`config.mk`:
```
export PLATFORM = sky130hd
export DESIGN_NAME = pwm_waveform_generator
export DESIGN_NICKNAME = d
export VERILOG_FILES = /design/src/logic/edge_select.v /design/src/logic/pwm_waveform_generator.v /design/src/logic/sticky_irq.v
export VERILOG_INCLUDE_DIRS = /design/src /design/src/common
export SDC_FILE = /design/constraint.sdc
export NUM_CORES = 1
export LEC_CHECK = 0
export BUFFER_PORTS_ARGS = -buffer_cell sky130_fd_sc_hd__buf_2
export CAP_MARGIN = 10
export CORE_MARGIN = 2
export CORE_UTILIZATION = 40
export CTS_BUF_LIST = sky130_fd_sc_hd__clkbuf_4
export DETAILED_ROUTE_END_ITERATION = 16
export GPL_ROUTABILITY_DRIVEN = 0
export HOLD_SLACK_MARGIN = 0.12
export MAX_ROUTING_LAYER = met4
export PLACE_DENSITY_LB_ADDON = 0.08
export SYNTH_ARGS = -nofsm -noshare
export SYNTH_HDL_FRONTEND = slang
export SYNTH_SLANG_ARGS = --single-unit
```
`constraint.sdc`:
```
create_clock -name mclk -period 5.2 [get_ports mclk]
set_input_delay 0.26 -clock mclk [delete_from_list [all_inputs] [get_ports mclk]]
set_output_delay 0.26 -clock mclk [all_outputs]
set_load 0.01 [all_outputs]
```
`src/common/pwm_waveform_regs.vh`:
```
// Register offsets, field positions, reset values and timing counts of the waveform generator.
`ifndef PWM_WAVEFORM_REGS_VH
`define PWM_WAVEFORM_REGS_VH
`define OFF_IDENT        8'h00
`define OFF_CONTROL      8'h04
`define OFF_CONFIG       8'h08
`define OFF_START        8'h0c
`define OFF_REPEAT       8'h10
`define OFF_PERIOD       8'h14
`define OFF_PHASE1       8'h18
`define OFF_INT_STATUS   8'h1c
`define OFF_INT_MASK     8'h20
`define OFF_RUN_STATUS   8'h24
// Configuration field positions.
`define CFG_CONTINUOUS   0
`define CFG_HW_TRIG_EN   1
`define CFG_FALL_EDGE    2
`define CFG_VSYNC_EN     3
`define CFG_IDLE_LEVEL   4
`define CFG_FIRST_LEVEL  5
`define CFG_WIDTH        6
// Control field positions.
`define CTL_ENABLE       0
// Interrupt status field positions.
`define INT_PERIOD_END   0
`define INT_RUN_DONE     1
`define INT_WIDTH        2
// Reset values.
`define RST_CONFIG       6'h00
`define RST_PERIOD       32'h0000_0010
`define RST_PHASE1       32'h0000_0008
`define RST_REPEAT       8'h00
`define IDENT_VALUE      32'h0000_5a5a
// Length of the dma synchronisation pulse in clocks.
`define DMA_PULSE_CYCLES 1
`endif

```
`src/logic/edge_select.v`:
```
// Edge detector with selectable polarity for a trigger input.
`timescale 1ns/1ns
module edge_select (
	input  wire mclk,
	input  wire reset,
	input  wire trig_in,
	input  wire falling,
	output wire trig_pulse
);
	reg last;

	// Holds the previous level so that a transition can be seen.
	always @(posedge mclk) begin
		if (reset) begin
			last <= 1'b0;
		end else begin
			last <= trig_in;
		end
	end

	// Rising or falling transition chosen by the polarity input.
	assign trig_pulse = falling ? (last & ~trig_in) : (~last & trig_in);
endmodule

```
`src/logic/pwm_waveform_generator.v`:
```
// Pulse-width waveform generator with staged settings, one-shot and continuous runs.
//
// Summary of operation
// - Period and first-phase lengths are each held as a 32-bit count.
// - A counter runs over the period and a compare with the first-phase length splits it.
// - A one-shot run emits the 8-bit repeat count plus one periods and then stops.
// - Software selects one-shot operation or continuous operation that stops at the first period end after enable is cleared.
// - Period and first-phase settings are staged copies, not the live counters.
// - A hardware trigger edge, rising or falling by choice, can launch a one-shot run.
// - The image-sensor vertical sync can also launch a one-shot run.
// - While no waveform runs the output sits at a software-chosen idle level.
// - Period progress raises an interrupt request and a dma synchronisation pulse.
`timescale 1ns/1ns
`include "pwm_waveform_regs.vh"
module pwm_waveform_generator #(
	parameter CNT_WIDTH = 32,
	parameter RPT_WIDTH = 8
) (
	input  wire        mclk,
	input  wire        reset,
	input  wire [7:0]  addr,
	input  wire [31:0] wdata,
	input  wire        wr,
	input  wire        rd,
	output reg  [31:0] rdata,
	input  wire        hw_trigger,
	input  wire        image_sensor_vsync,
	output reg         waveform_output,
	output wire        irq,
	output reg         dma_sync
);
	localparam ST_IDLE = 2'b01;
	localparam ST_RUN  = 2'b10;

	reg [1:0]            state;
	reg [1:0]            next_state;
	reg                  enable;
	reg [`CFG_WIDTH-1:0] config_bits;
	reg [RPT_WIDTH-1:0]  repeat_stage;
	reg [CNT_WIDTH-1:0]  period_stage;
	reg [CNT_WIDTH-1:0]  phase1_stage;
	reg [CNT_WIDTH-1:0]  period_active;
	reg [CNT_WIDTH-1:0]  phase1_active;
	reg [CNT_WIDTH-1:0]  count;
	reg [RPT_WIDTH-1:0]  periods_left;
	reg [`INT_WIDTH-1:0] int_mask;
	wire [`INT_WIDTH-1:0] int_status;
	wire                 hw_edge;
	wire                 vsync_edge;
	wire                 sw_start;
	wire                 launch;
	wire                 period_end;
	wire                 last_period;
	wire                 run_done;
	wire                 continuous;
	wire [`INT_WIDTH-1:0] int_events;
	wire [`INT_WIDTH-1:0] int_clear;

	assign continuous = config_bits[`CFG_CONTINUOUS];

	// Edge detection for the external hardware trigger.
	edge_select u_hw_edge (
		.mclk       (mclk),
		.reset      (reset),
		.trig_in    (hw_trigger),
		.falling    (config_bits[`CFG_FALL_EDGE]),
		.trig_pulse (hw_edge)
	);

	// The vertical sync start is taken on its rising edge.
	edge_select u_vsync_edge (
		.mclk       (mclk),
		.reset      (reset),
		.trig_in    (image_sensor_vsync),
		.falling    (1'b0),
		.trig_pulse (vsync_edge)
	);

	// Start sources; only honoured while idle and the block is enabled.
	assign sw_start = wr && (addr == `OFF_START);
	assign launch = enable && (state == ST_IDLE) &&
		(sw_start || (config_bits[`CFG_HW_TRIG_EN] && hw_edge) ||
		(config_bits[`CFG_VSYNC_EN] && vsync_edge));

	// A period ends when the counter reaches the last count of the period.
	// A period length of zero behaves as one so that the run always ends.
	assign period_end = (state == ST_RUN) && ((period_active == {CNT_WIDTH{1'b0}}) ||
		(count >= period_active - {{(CNT_WIDTH-1){1'b0}}, 1'b1}));
	assign last_period = (periods_left == {RPT_WIDTH{1'b0}});
	assign run_done = period_end && ((!continuous && last_period) || !enable);

	// Run state: idle until launched, running until the last period ends.
	always @* begin
		next_state = state;
		case (state)
			ST_IDLE: begin
				if (launch) begin
					next_state = ST_RUN;
				end
			end
			ST_RUN: begin
				if (run_done) begin
					next_state = ST_IDLE;
				end
			end
			default: begin
				next_state = ST_IDLE;
			end
		endcase
	end

	always @(posedge mclk) begin
		if (reset) begin
			state <= ST_IDLE;
		end else begin
			state <= next_state;
		end
	end

	// Period counter, repeat countdown and loading of staged settings.
	always @(posedge mclk) begin
		if (reset) begin
			count <= {CNT_WIDTH{1'b0}};
			periods_left <= {RPT_WIDTH{1'b0}};
			period_active <= `RST_PERIOD;
			phase1_active <= `RST_PHASE1;
		end else if (launch) begin
			count <= {CNT_WIDTH{1'b0}};
			periods_left <= repeat_stage;
			period_active <= period_stage;
			phase1_active <= phase1_stage;
		end else if (period_end) begin
			count <= {CNT_WIDTH{1'b0}};
			period_active <= period_stage;
			phase1_active <= phase1_stage;
			if (!last_period) begin
				periods_left <= periods_left - {{(RPT_WIDTH-1){1'b0}}, 1'b1};
			end
		end else if (state == ST_RUN) begin
			count <= count + {{(CNT_WIDTH-1){1'b0}}, 1'b1};
		end
	end

	// Output: first level below the first-phase length, opposite after it, idle otherwise.
	always @(posedge mclk) begin
		if (reset) begin
			waveform_output <= 1'b0;
		end else if (next_state == ST_RUN) begin
			if ((launch || period_end) ? (phase1_stage != {CNT_WIDTH{1'b0}}) :
				(count + {{(CNT_WIDTH-1){1'b0}}, 1'b1} < phase1_active)) begin
				waveform_output <= config_bits[`CFG_FIRST_LEVEL];
			end else begin
				waveform_output <= ~config_bits[`CFG_FIRST_LEVEL];
			end
		end else begin
			waveform_output <= config_bits[`CFG_IDLE_LEVEL];
		end
	end

	// Dma synchronisation pulse at every period end.
	always @(posedge mclk) begin
		if (reset) begin
			dma_sync <= 1'b0;
		end else begin
			dma_sync <= period_end;
		end
	end

	// Software-visible registers and their writes.
	always @(posedge mclk) begin
		if (reset) begin
			enable <= 1'b0;
			config_bits <= `RST_CONFIG;
			repeat_stage <= `RST_REPEAT;
			period_stage <= `RST_PERIOD;
			phase1_stage <= `RST_PHASE1;
			int_mask <= {`INT_WIDTH{1'b0}};
		end else if (wr) begin
			if (addr == `OFF_CONTROL) begin
				enable <= wdata[`CTL_ENABLE];
			end else if (addr == `OFF_CONFIG) begin
				config_bits <= wdata[`CFG_WIDTH-1:0];
			end else if (addr == `OFF_REPEAT) begin
				repeat_stage <= wdata[RPT_WIDTH-1:0];
			end else if (addr == `OFF_PERIOD) begin
				period_stage <= wdata[CNT_WIDTH-1:0];
			end else if (addr == `OFF_PHASE1) begin
				phase1_stage <= wdata[CNT_WIDTH-1:0];
			end else if (addr == `OFF_INT_MASK) begin
				int_mask <= wdata[`INT_WIDTH-1:0];
			end
		end
	end

	// Interrupt events: period end and run completion.
	assign int_events = {run_done, period_end};
	assign int_clear = (wr && (addr == `OFF_INT_STATUS)) ? wdata[`INT_WIDTH-1:0] :
		{`INT_WIDTH{1'b0}};

	sticky_irq #(
		.WIDTH (`INT_WIDTH)
	) u_irq (
		.mclk       (mclk),
		.reset      (reset),
		.event_set  (int_events),
		.clear_bits (int_clear),
		.mask       (int_mask),
		.status     (int_status),
		.irq        (irq)
	);

	// Read data, valid in the cycle after the read strobe; unmapped reads give zero.
	always @(posedge mclk) begin
		if (reset) begin
			rdata <= 32'h0000_0000;
		end else if (rd) begin
			if (addr == `OFF_IDENT) begin
				rdata <= `IDENT_VALUE;
			end else if (addr == `OFF_CONTROL) begin
				rdata <= {31'h0000_0000, enable};
			end else if (addr == `OFF_CONFIG) begin
				rdata <= {26'h000_0000, config_bits};
			end else if (addr == `OFF_REPEAT) begin
				rdata <= {24'h00_0000, repeat_stage};
			end else if (addr == `OFF_PERIOD) begin
				rdata <= period_stage;
			end else if (addr == `OFF_PHASE1) begin
				rdata <= phase1_stage;
			end else if (addr == `OFF_INT_STATUS) begin
				rdata <= {30'h0000_0000, int_status};
			end else if (addr == `OFF_INT_MASK) begin
				rdata <= {30'h0000_0000, int_mask};
			end else if (addr == `OFF_RUN_STATUS) begin
				rdata <= {23'h00_0000, periods_left, state == ST_RUN};
			end else begin
				rdata <= 32'h0000_0000;
			end
		end else begin
			rdata <= 32'h0000_0000;
		end
	end
endmodule

```
`src/logic/sticky_irq.v`:
```
// Sticky interrupt status bits with write-one-to-clear and a mask.
`timescale 1ns/1ns
module sticky_irq #(
	parameter WIDTH = 2
) (
	input  wire             mclk,
	input  wire             reset,
	input  wire [WIDTH-1:0] event_set,
	input  wire [WIDTH-1:0] clear_bits,
	input  wire [WIDTH-1:0] mask,
	output reg  [WIDTH-1:0] status,
	output wire             irq
);
	genvar i;

	// Each bit sets on its event; a set in the clear cycle wins.
	generate
		for (i = 0; i < WIDTH; i = i + 1) begin : g_bit
			always @(posedge mclk) begin
				if (reset) begin
					status[i] <= 1'b0;
				end else if (event_set[i]) begin
					status[i] <= 1'b1;
				end else if (clear_bits[i]) begin
					status[i] <= 1'b0;
				end
			end
		end
	endgenerate

	// Level interrupt while any unmasked bit is set.
	assign irq = |(status & mask);
endmodule

```
* After elaboration in Yosys (flattened, before gate mapping) *
Cells that the tools add are included.

storage, ports and cells
  bits in registers = 225
  latch bits = 0
  memory bits (writable) = 0
  ROM bits = 0
  input port bits = 46
  output and inout bits = 35
  logic and storage cells = 119
  memories = 0

operators by class
  add/subtract/negate cells = 3
  multipliers = 0
  div/mod/pow operators = 0
  $lt $le $gt $ge = 2
  equal/unequal tests = 13
  shifts and indexed selects = 0
  mux-type cells = 28
  bitwise logic cells = 14
  reduce and logical (&&, ||, !) cells = 37

operators by type and width
  operator                                                              number
  32-bit 2-to-1 mux                                                     6
  15-bit 2-to-1 mux                                                     4
  32-bit by 1-bit adder with 32-bit output, second input constant       1
  8-bit by 5-bit == test with 1-bit output, second input constant       4
  32-bit greater-or-equal comparator                                    1
  32-bit zero test                                                      1
  32-bit < comparator                                                   1
  32-bit nonzero test                                                   1
  32-bit by 1-bit subtractor with 32-bit output, second input constant  1
  9-bit 2-to-1 mux                                                      3
  8-bit 2-to-1 mux                                                      3
  8-bit by 4-bit == test with 1-bit output, second input constant       2
  8-bit by 6-bit == test with 1-bit output, second input constant       2
  8-bit zero test                                                       2
  1-bit NOT                                                             10
  1-bit logical AND                                                     9
  8-bit by 3-bit == test with 1-bit output, second input constant       1
  1-bit 2-to-1 mux                                                      8
  8-bit by 1-bit subtractor with 8-bit output, second input constant    1
  7-bit AND reduction                                                   1
  2-bit 2-to-1 mux                                                      3
  6-bit AND reduction                                                   1
  2-bit nonzero test                                                    3
  3-bit OR reduction                                                    2
  16 further kinds                                                      26

* Longest topological paths before layout *
Gate-level depths: netlist (run 1).

  depth in word-level cells = 11
  mapped depth = 20
  mapped depth without buffers = 17

* By module *
From an unflattened synthesis (run 1), not the netlist that was laid out.

unflattened totals
  cell total of the unflattened synthesis = 1,384
  area total of the unflattened synthesis = 11,265.8 um^2

modules (own cells, without submodules)
  module                  instances  cells each  area each (um^2)  sequential area each (um^2)
  pwm_waveform_generator  1          1,365       11,089.4          4,424.2
  edge_select             2          5           48.8              20.0
  sticky_irq              1          9           78.8              40.0

* Least setup slack after synthesis (run 1) *
OpenSTA, ideal clock, no wires.

  path kind = reg2reg
  start = register period_active[10]
  end = register periods_left[4]
  setup time = 0.091 ns
  arrival = 4.258 ns
  data required time = 5.109 ns
  slack = 0.851 ns
  stages on the path, launching flop included = 16
  buffers on the path = 0
  clock period less this slack = 4.349 ns
  cells stage by stage = dfxtp_1 -> or4_4 -> or3_4 -> or2_2 -> nand2b_1 -> nand2b_1 -> nor3_1 -> nand2_1 -> xor2_1 -> ha_1 -> and4_1 -> nand2_1 -> a2111oi_2 -> o31ai_2 -> or4_1 -> a311oi_1

on the way
  cells in the longest elaborated chain, start to end = 6
  elaborated cells between the ends (all ways) = 7
  those cells by class = 1 x add/sub; 1 x order compare; 5 x reduce/logical

RTL lines
  element                                        RTL line                      text
  start, declared                                pwm_waveform_generator.v:42   reg [CNT_WIDTH-1:0] period_active;
  start signal, assigned                         pwm_waveform_generator.v:125  period_active <= `RST_PERIOD;
  start signal, assigned                         pwm_waveform_generator.v:130  period_active <= period_stage;
  start signal, assigned                         pwm_waveform_generator.v:134  period_active <= period_stage;
  32-bit by 1-bit subtractor with 32-bit output  pwm_waveform_generator.v:88   (count >= period_active - {{(CNT_WIDTH-1){1'b0}}, 1'b1}));
  32-bit greater-or-equal comparator             pwm_waveform_generator.v:88
  1-bit logical OR *                             pwm_waveform_generator.v:87   assign period_end = (state == ST_RUN) && ((period_active == {CNT_WIDTH{1'b0}}) ||
  1-bit logical AND *                            pwm_waveform_generator.v:87
  2-bit nonzero test (no line) *                 --
  2-bit AND reduction (no line) *                --
  end signal, assigned                           pwm_waveform_generator.v:124  periods_left <= {RPT_WIDTH{1'b0}};
  end signal, assigned                           pwm_waveform_generator.v:129  periods_left <= repeat_stage;
  end signal, assigned                           pwm_waveform_generator.v:137  periods_left <= periods_left - {{(RPT_WIDTH-1){1'b0}}, 1'b1};
  end, declared                                  pwm_waveform_generator.v:45   reg [RPT_WIDTH-1:0] periods_left;

Mark *: on every way between the ends. The rest lies on a longest branch, timed or not.
A chain may end at the register's enable or synchronous reset.

* Worst setup path in the final report (run 1) *
Same ends and word-level chain as after synthesis.

==> results.py, run 1 <==
metrics = {
    "drt": {
        "wire_per_inst_microns": 17.4,
        "drtIter0Drc": 712,
        "first_pass_iters": 5,
        "postRouteWirelength_mm": 33.6,
        "num_vias": 10200,
        "via_per_inst": 5.25,
        "ant_nets": 0,
        "drcViolationCount": 0,
    },
    "sta": {
        "finalHoldViolCount": 0,
        "clock.fmax_mhz": 209,
        "post-route-min-period_ns": 4.78,
        "worstMarginPinSlew_ns": 1.11,
        "period_share_pct": 92.0,
        "final_max_slew_viol_count": 0,
        "skew_ns": 0.0622,
        "fin_tns_setup_ns": 0,
        "rsz0062_at_grt": "false",
        "setup_viol": 0,
        "worst_slew_margin_rel_pct": 25.6,
    },
    "synthesis": {
        "synth_nets": 1494,
        "yosysSeqAreaShare_pct": 40.6,
        "yosysTopAreaCell": "dfxtp_1",
        "synth_seq_cells": 225,
        "async_flop_share_pct": 0,
        "synthesis.instances": 1379,
        "yosysMostFrequentCell": "nand2_1",
        "synthDistinctLibCells": 63,
        "syn_area_sq_mm": 0.0111,
        "synth_edf_count": 0,
        "synth_commonest_cells": "nand2_1 (309), dfxtp_1 (225), a21oi_1 (148)",
        "avgSynthCellArea_sq_um": 8.05,
        "synth_warnings": 0,
        "ys_top_cells_by_area": "dfxtp_1 (41%), nand2_1 (10%), ha_1 (7.8%)",
        "synth_ff_type": "dfxtp_1",
        "synth.top_cell.area_share_pct": 40.6,
    },
    "worst_setup_path": {
        "cp-end-kind": "register",
        "cp_slowest_stage_delay_ns": 0.56,
        "crit_fanout": 11,
        "arrival_ns": 5.42,
        "crit_slowest_cell": "or4_4",
        "cp.required_ns": 5.84,
        "r2r_setup_slack_ns": 0.42,
        "r2r_cells": 16,
        "reg2reg_from": "period_active[10]$_SDFFE_PP0P_",
        "r2r_end": "periods_left[4]$_SDFFE_PP0P_",
        "crit_chain": "or4_4 -> or3_4 -> or2_2 -> nand2b_1 -> nand2b_1 -> nor3_1 -> nand2_1 -> xor2_1 -> ha_1 -> and4_1 -> nand2_1 -> a2111oi_2 -> o31ai_2 -> buf_4 -> or4_1 -> a311oi_1",
        "crit_path_start_kind": "register",
        "crit_type": "reg2reg",
    },
    "floorplanning": {
        "initial_utilization_pct": 41.0,
        "io_pins": 81,
        "dieArea_sq_mm": 0.0291,
        "row_count": 60,
        "core_area_sq_mm": 0.0271,
        "dieWidth_microns": 171,
        "die_h_microns": 171,
    },
    "job": {
        "max-cap-violations": 0,
    },
    "pwr": {
        "p_per_area_mw_per_mm2": 256,
        "ir_worst_vdd_mv": 0.164,
        "power_leakage_nw": 5.00,
    },
    "clocking": {
        "cts-resized-gates": 0,
        "post_cts_buffers": 0,
        "cts.reportedPaths.clkPinSlew_ns": 0.07,
        "root_buffer": "clkbuf_4",
        "clk_latency_ns": 0.73,
        "cts_max_level": 2,
        "cts_tree": "yes",
        "cts_sinks": 225,
        "cts_buffers": 60,
        "cts_buffer_depth": 3,
    },
    "status": {
        "status": "complete, no violations",
    },
    "global_route": {
        "antenna_found_initial": 1,
        "grt_pass1_wl_mm": 53.6,
        "grt_overflow_total": 0,
        "grt_util_all_layers_pct": 24.0,
        "grt_max_degree": 96,
        "grt_pass1_vias": 9813,
    },
    "layout": {
        "nets": 1633,
        "postLayoutCellArea_sq_mm": 0.0131,
        "fin_util_pct": 48.5,
        "areaGrowthSynthToFinish_pct": 18.3,
        "drive_gt1_share_pct": 13.4,
    },
    "placed_design": {
        "hpwlAfterDp_mm": 23.1,
        "place_area_sq_mm": 0.0119,
        "port_buffers": 80,
    },
    "hold_path": {
        "holdPathStages": 4,
        "min-delay-start": "wdata[6]",
        "hold_class": "in2reg",
        "whs_endpoint": "repeat_stage[6]$_SDFFE_PP0P_",
    },
}
[worst max-delay path: cells and delay by family (launching register included)]
kind / cells / cell delay, ns
AND/OR/NAND/NOR: 10 / 2.80
AO/OA/AOI/OAI: 3 / 0.87
flip-flops: 1 / 0.36
adder cells (fa/ha/maj): 1 / 0.32
buffers and inverters: 1 / 0.23
XOR/XNOR: 1 / 0.15
[registers in the layout, summed over array words and instances (netlist names)]
register,cells
periods_left,8
u_vsync_edge.last,1
repeat_stage,8
rdata,32
state,2
enable,1
u_irq.status,2
period_active,32
count,32
dma_sync,1
u_hw_edge.last,1
phase1_active,32
int_mask,2
period_stage,32
config_bits,6
phase1_stage,32
waveform_output,1
[final cells by class]
cell class / instances / area [sq um]
Fill cell: 2734 / 14000
Multi-Input combinational cell: 1037 / 6160
Sequential cell: 225 / 4500
Timing Repair Buffer: 148 / 1080
Clock buffer: 86 / 646
Tap cell: 372 / 465
Inverter: 46 / 173
Clock inverter: 22 / 103
Antenna cell: 1 / 2.50
[kinds of logic after synthesis]
kind of cell | count (synthesis) | synth area share (%)
AND/OR/NAND/NOR | 590 | 23.6
AO/OA/AOI/OAI | 264 | 14.8
flip-flops | 225 | 40.6
buffers and inverters | 118 | 4.20
XOR/XNOR | 94 | 7.41
adder cells (fa/ha/maj) | 69 | 7.78
multiplexers | 19 | 1.71
[repair_timing]
action,in CTS,in global routing
hold buffers,51,0
endpoints found under the hold margin,101,0
endpoints found under the setup margin,0,16
[cells in the final DEF (no fill, tap or decap), drive strengths merged, types with 16 or more instances in the layout]
master and n:
a21oi 148, a22oi 29, buf 97, clkbuf 86
clkinv 20, dfxtp 225, dlygate4sd3 51, ha 69
inv 48, mux2i 19, nand2 309, nand3 34
nand4 29, nor2 128, nor3 18, nor4 23
o21ai 16, xnor2 45, xor2 49
[how the worst max path moves through the flow]
stage	start	endpoint	slack (ns)	cells after the start
3_5_place_dp	period_active[10]$_SDFFE_PP0P_	count[28]$_SDFFE_PP0P_	0.34	18
4_1_cts	period_active[10]$_SDFFE_PP0P_	count[28]$_SDFFE_PP0P_	0.31	18
2_1_floorplan	period_active[10]$_SDFFE_PP0P_	periods_left[4]$_SDFFE_PP0P_	0.85	15
6_report	period_active[10]$_SDFFE_PP0P_	periods_left[4]$_SDFFE_PP0P_	0.42	16
5_1_grt	period_active[10]$_SDFFE_PP0P_	count[24]$_SDFFE_PP0P_	0.10	18
3_3_place_gp	period_active[10]$_SDFFE_PP0P_	count[31]$_SDFFE_PP0P_	0.42	18
[power breakdown]
part           total (mW)  internal, mW  switching (mW)
combinational       0.106        0.0441          0.0617
clock                1.54         0.766           0.769
sequential           1.73          1.72         0.00123
[stage by stage]
stage                     instances  hold WS (ns)  power (mW)  setup slack, ns
after floorplan                1379         0.383        1.80            0.851
final                          1937         0.335        3.37            0.417
after global routing           1937         0.306        3.51            0.102
after detailed placement       1776         0.446        1.84            0.339
after CTS                      1935         0.279        3.41            0.313
after global placement         1776         0.439        1.84            0.421
[layer usage]
layer  share of wire [%]  vias up  GRT usage (%)
met1                  49     4743           34.3
li1                    -     5075              -
met3                 5.7       41           3.52
met4                 1.7        0           6.21
met5                   0        -              -
met2                  44      304           35.4
Power figures use the tool's default switching activity.
==> run 2, diff against run 1 <==
Settings changed: CORE_MARGIN 2 to 4.
Clock period 5.2 ns to 6.2 ns, I/O delays scaled along.
==> run 2 against run 1 <==
  * Cell area fell by 0.44%
  * Non-clock buffer count down 12
  * Cell count is 0.36% lower
  * Maximum frequency down 4.9%
  * Global-route usage is 1.8 points lower
  * Total power down 13%
  * Routed wire length shrank 1.0%
  * Critical path type unchanged
  * Largest cell class unchanged
  * Highest routed layer unchanged
==> results.py, run 2 (synthesis gave the netlist of run 1 again) <==
metrics = {
    "sta": {
        "clock.fmax_mhz": 199,
        "holdWs_ns": 0.175,
        "period_share_pct": 81.1,
        "post-route-min-period_ns": 5.03,
        "rsz0062_at_grt": "false",
        "finalHoldViolCount": 0,
        "worst_slew_margin_rel_pct": 24.4,
        "final_max_slew_viol_count": 0,
        "worstMarginPinSlew_ns": 1.13,
        "skew_ns": 0.0670,
        "fin_tns_setup_ns": 0,
        "setup_viol": 0,
    },
    "global_route": {
        "grtUsageMet3_pct": 3.38,
        "grt_util_met2_pct": 33.7,
        "antenna_found_initial": 1,
        "grt-busiest-layer": "met2",
        "grt_max_degree": 81,
        "grt_pass1_wl_mm": 53.2,
        "grt_pass1_vias": 9803,
        "grt.met1_usage_pct": 30.8,
        "grt_util_all_layers_pct": 22.1,
        "grt_overflow_total": 0,
    },
    "pwr": {
        "power_leakage_nw": 4.99,
        "p_per_area_mw_per_mm2": 224,
        "ir_worst_vdd_mv": 0.134,
    },
    "floorplanning": {
        "dieWidth_microns": 175,
        "core_area_sq_mm": 0.0271,
        "initial_utilization_pct": 41.0,
        "dieArea_sq_mm": 0.0305,
        "die_h_microns": 175,
        "row_count": 60,
        "io_pins": 81,
    },
    "layout": {
        "areaGrowthSynthToFinish_pct": 17.8,
        "drive_gt1_share_pct": 14.0,
        "final_common_cell": "nand2_1",
        "seqCellArea_sq_mm": 0.00450,
        "fillers": 2779,
        "multi_input_area_sq_mm": 0.00616,
        "final_cell_mix": "nand2_1 (308), dfxtp_1 (225), a21oi_1 (148)",
        "nets": 1626,
    },
    "worst_setup_path": {
        "cp_slowest_stage_delay_ns": 0.57,
        "cp.required_ns": 6.70,
        "cp-end-kind": "register",
        "crit_fanout": 32,
        "cp_common_cell": "nand2_1",
        "arrival_ns": 5.53,
        "crit_path_start_kind": "register",
        "crit_type": "reg2reg",
        "crit_slowest_cell": "or4_4",
        "crit_chain": "or4_4 -> or3_4 -> or2_2 -> nand2b_1 -> nand2b_1 -> nor3_1 -> nand2_1 -> xor2_1 -> ha_1 -> and4_1 -> nand2_1 -> a2111oi_2 -> o31a_1 -> nor2_4 -> nand2_1 -> buf_4 -> nor2_1",
    },
    "drt": {
        "first_pass_iters": 7,
        "drcViolationCount": 0,
        "via_per_inst": 5.24,
        "ant_nets": 0,
        "num_vias": 10100,
        "drtIter0Drc": 747,
        "wire_per_inst_microns": 17.2,
        "postRouteWirelength_mm": 33.3,
    },
    "clocking": {
        "cts_buffers": 66,
        "cts_tree": "yes",
        "post_cts_buffers": 0,
        "cts_buffer_depth": 3,
        "cts.reportedPaths.clkPinSlew_ns": 0.06,
        "root_buffer": "clkbuf_4",
        "cts-resized-gates": 0,
        "cts_max_level": 3,
        "cts_sinks": 225,
        "clk_latency_ns": 0.69,
    },
    "placed_design": {
        "hpwlAfterDp_mm": 23.0,
        "port_buffers": 80,
    },
    "status": {
        "status": "complete, no violations",
    },
    "hold_path": {
        "hold_class": "in2reg",
    },
    "job": {
        "max-cap-violations": 0,
    },
}
## run 2: cell types whose count changed in the layout (fill, tap and decap cells not counted)
| cell | before | now |
|---|---|---|
| nor2_2 | 3 | 2 |
| clkbuf_4 | 86 | 96 |
| clkinv_4 | 0 | 1 |
| inv_2 | 1 | 2 |
| or3_2 | 0 | 1 |
| buf_12 | 3 | 1 |
| clkinvlp_4 | 0 | 1 |
| buf_4 | 15 | 13 |
| or3_1 | 6 | 5 |
| bufinv_16 | 0 | 1 |
| clkinv_8 | 1 | 0 |
| clkinv_1 | 17 | 10 |
| dlygate4sd3_1 | 51 | 43 |
## run 2: critical path, delay by kind of cell, from the launching register on
family	cells	cell delay (ns)
DFF	1	0.36
buffers and inverters	1	0.34
AOI/OAI and AO/OA	2	0.88
adders and majority gates	1	0.31
and+or+nand+nor	12	2.82
xor gates and xnor gates	1	0.15
## run 2: path summary, 6_finish.rpt
check	start	end	slack [ns]	cells after the start
max	period_active[10]$_SDFFE_PP0P_	count[4]$_SDFFE_PP0P_	1.17	17
min	addr[0]	rdata[7]$_SDFF_PP0_	0.18	3
max reg2reg	period_active[10]$_SDFFE_PP0P_	count[4]$_SDFFE_PP0P_	1.17	17
min reg2reg	phase1_active[4]$_SDFFE_PP0P_	phase1_active[4]$_SDFFE_PP0P_	0.45	2
## run 2: metrics by stage
stage          power, mW  cell area [sq um]  setup slack, ns  util, %  instances
2_1_floorplan       1.51              11100             1.85        -       1379
3_3_place_gp        1.54              11800             1.28     43.6       1772
3_5_place_dp        1.54              11800             1.17     43.6       1772
4_1_cts             2.97              13100             1.12     48.2       1929
5_1_grt             3.05              13100            0.837     48.3       1930
6_report            2.93              13100             1.17     48.3       1930
## run 2: area by class of cell
type	count	area share [%]
Multi-Input combinational cell	1036	47.1
Tap cell	372	3.56
Antenna cell	1	0.0191
Inverter	46	1.32
Sequential cell	225	34.4
Clock inverter	18	0.842
Clock buffer	96	5.51
Timing Repair Buffer	136	7.21
## run 2: where the power goes
part,internal (mW),switching (mW)
sequential,1.45,0.00106
clock,0.754,0.643
combinational,0.0340,0.0507
total,2.24,0.694
## run 2: repair_timing
action / CTS / global route
hold buffers: 43 / 0
endpoints found under the setup margin: 0 / 0
hold endpoints to repair: 88 / 0
## run 2: per-layer routing
metal | part of all wire (%) | wire (microns)
met2 | 45 | 14900
met4 | 1.6 | 542
met3 | 4.4 | 1460
met5 | 0 | 0
met1 | 49 | 16400
==> run 3, diff against run 2 <==
Clock period 6.2 ns to 5.2 ns, I/O delays scaled along.
==> run 3 against run 2 <==
  * Cell count decreased by 0.41%
  * Clock power rose by 6%
  * Maximum frequency rose by 3.2%
  * Largest cell class unchanged
  * Setup slack worse by 0.85 ns
  * Sequential share of layout area grew 0.10 points
==> results.py, run 3 (synthesis gave the netlist of run 1 again) <==
metrics = {
    "worst_setup_path": {
        "crit_type": "reg2reg",
        "crit_path_start_kind": "register",
        "crit_chain": "or4_4 -> or3_4 -> or2_2 -> nand2b_1 -> nand2b_1 -> nor3_1 -> nand2_1 -> xor2_1 -> ha_1 -> and4_1 -> nand2_1 -> a2111oi_2 -> o31a_1 -> nor2_4 -> nand2_1 -> buf_4 -> nor2_1",
        "path_buf_inv": 1,
        "critPathTopFamily": "simple AND/OR/NAND/NOR gates",
        "crit_slowest_cell": "or4_4",
        "cp_slowest_stage_delay_ns": 0.56,
        "cp_common_cell": "nand2_1",
        "arrival_ns": 5.41,
        "cp-end-kind": "register",
        "cp.required_ns": 5.74,
        "crit_fanout": 32,
    },
    "hold_path": {
        "hold_class": "in2reg",
    },
    "sta": {
        "post-route-min-period_ns": 4.87,
        "setup_viol": 0,
        "clock.fmax_mhz": 205,
        "finalHoldViolCount": 0,
        "skew_ns": 0.0600,
        "holdWs_ns": 0.309,
        "worstMarginPinSlew_ns": 1.10,
        "rsz0062_at_grt": "false",
        "period_share_pct": 93.7,
        "final_max_slew_viol_count": 0,
        "worst_slew_margin_rel_pct": 26.7,
        "fin_tns_setup_ns": 0,
    },
    "placed_design": {
        "port_buffers": 80,
        "placed_cells": 1777,
        "hpwlAfterDp_mm": 23.1,
    },
    "global_route": {
        "grt_pass1_wl_mm": 54.0,
        "antenna_found_initial": 1,
        "grt_pass1_vias": 9793,
        "grt_max_degree": 101,
        "grt_util_all_layers_pct": 22.4,
        "grt_overflow_total": 0,
    },
    "status": {
        "status": "complete, no violations",
    },
    "drt": {
        "via_per_inst": 5.23,
        "wire_per_inst_microns": 17.5,
        "drtIter0Drc": 815,
        "ant_nets": 0,
        "dr_wl_met2_mm": 14.4,
        "highest_layer": "met4",
        "drcViolationCount": 0,
        "met3WireLength_mm": 1.80,
        "m1WireLength_mm": 16.7,
        "postRouteWirelength_mm": 33.6,
        "first_pass_iters": 5,
        "num_vias": 10100,
    },
    "layout": {
        "nets": 1630,
        "drive_gt1_share_pct": 13.6,
        "fillers": 2750,
        "layout.cells.non_filler": 1922,
        "areaGrowthSynthToFinish_pct": 17.4,
        "final_cell_mix": "nand2_1 (308), dfxtp_1 (225), a21oi_1 (148)",
        "final_common_cell": "nand2_1",
    },
    "clocking": {
        "cts_sinks": 225,
        "hold_buffers": 47,
        "cts_tree": "yes",
        "cts_buffer_depth": 3,
        "cts_buffers": 60,
        "post_cts_buffers": 0,
        "cts-resized-gates": 0,
        "root_buffer": "clkbuf_4",
        "cts_max_level": 2,
        "cts.reportedPaths.clkPinSlew_ns": 0.06,
        "clk_latency_ns": 0.72,
    },
    "floorplanning": {
        "dieArea_sq_mm": 0.0305,
        "io_pins": 81,
        "dieWidth_microns": 175,
        "core_area_sq_mm": 0.0271,
        "die_h_microns": 175,
        "initial_utilization_pct": 41.0,
        "row_count": 60,
    },
    "job": {
        "max-cap-violations": 0,
    },
    "pwr": {
        "ir_worst_vdd_mv": 0.141,
        "power_leakage_nw": 4.97,
        "p_per_area_mw_per_mm2": 254,
    },
}
## run 3: cell type report
cell class                      instances  area (sq um)  area share (%)
Multi-Input combinational cell       1036          6160            47.2
Clock inverter                          8          40.0           0.307
Clock buffer                           88           661            5.07
Timing Repair Buffer                  146          1030            7.94
Tap cell                              372           465            3.57
Inverter                               46           173            1.32
Sequential cell                       225          4500            34.5
Antenna cell                            1          2.50          0.0192
## run 3: tightest hold or removal path, stage by stage
cell,delay [ns]
dlygate4sd3_1,0.52
buf_2,0.11
nor2b_1,0.11
## run 3: metrics by stage
stage	worst slack [ns]	util, %	total power [mW]	area (sq um)
6_report	0.327	48.1	3.31	13000
5_1_grt	0.0509	48.1	3.47	13000
3_3_place_gp	0.399	43.7	1.84	11900
4_1_cts	0.312	48.0	3.37	13000
2_1_floorplan	0.851	-	1.80	11100
3_5_place_dp	0.337	43.7	1.84	11900
## run 3: layer usage
layer	GRT usage, %	vias to the layer above
met5	-	-
met4	6.32	0
met3	3.79	48
met2	32.7	259
met1	32.1	4684
li1	-	5065
## run 3: final timing paths
path	start	to	slack (ns)	cells after the start
max	period_active[10]$_SDFFE_PP0P_	count[24]$_SDFFE_PP0P_	0.33	17
min reg2reg	phase1_active[12]$_SDFFE_PP0P_	phase1_active[12]$_SDFFE_PP0P_	0.45	2
min	image_sensor_vsync	u_vsync_edge.last$_SDFF_PP0_	0.31	3
max reg2reg	period_active[10]$_SDFFE_PP0P_	count[24]$_SDFFE_PP0P_	0.33	17
## run 3: where the power goes
group,internal (mW),switching (mW),total [mW]
Combinational,0.0421,0.0612,0.103
Sequential,1.72,0.00118,1.73
Clock,0.763,0.719,1.48
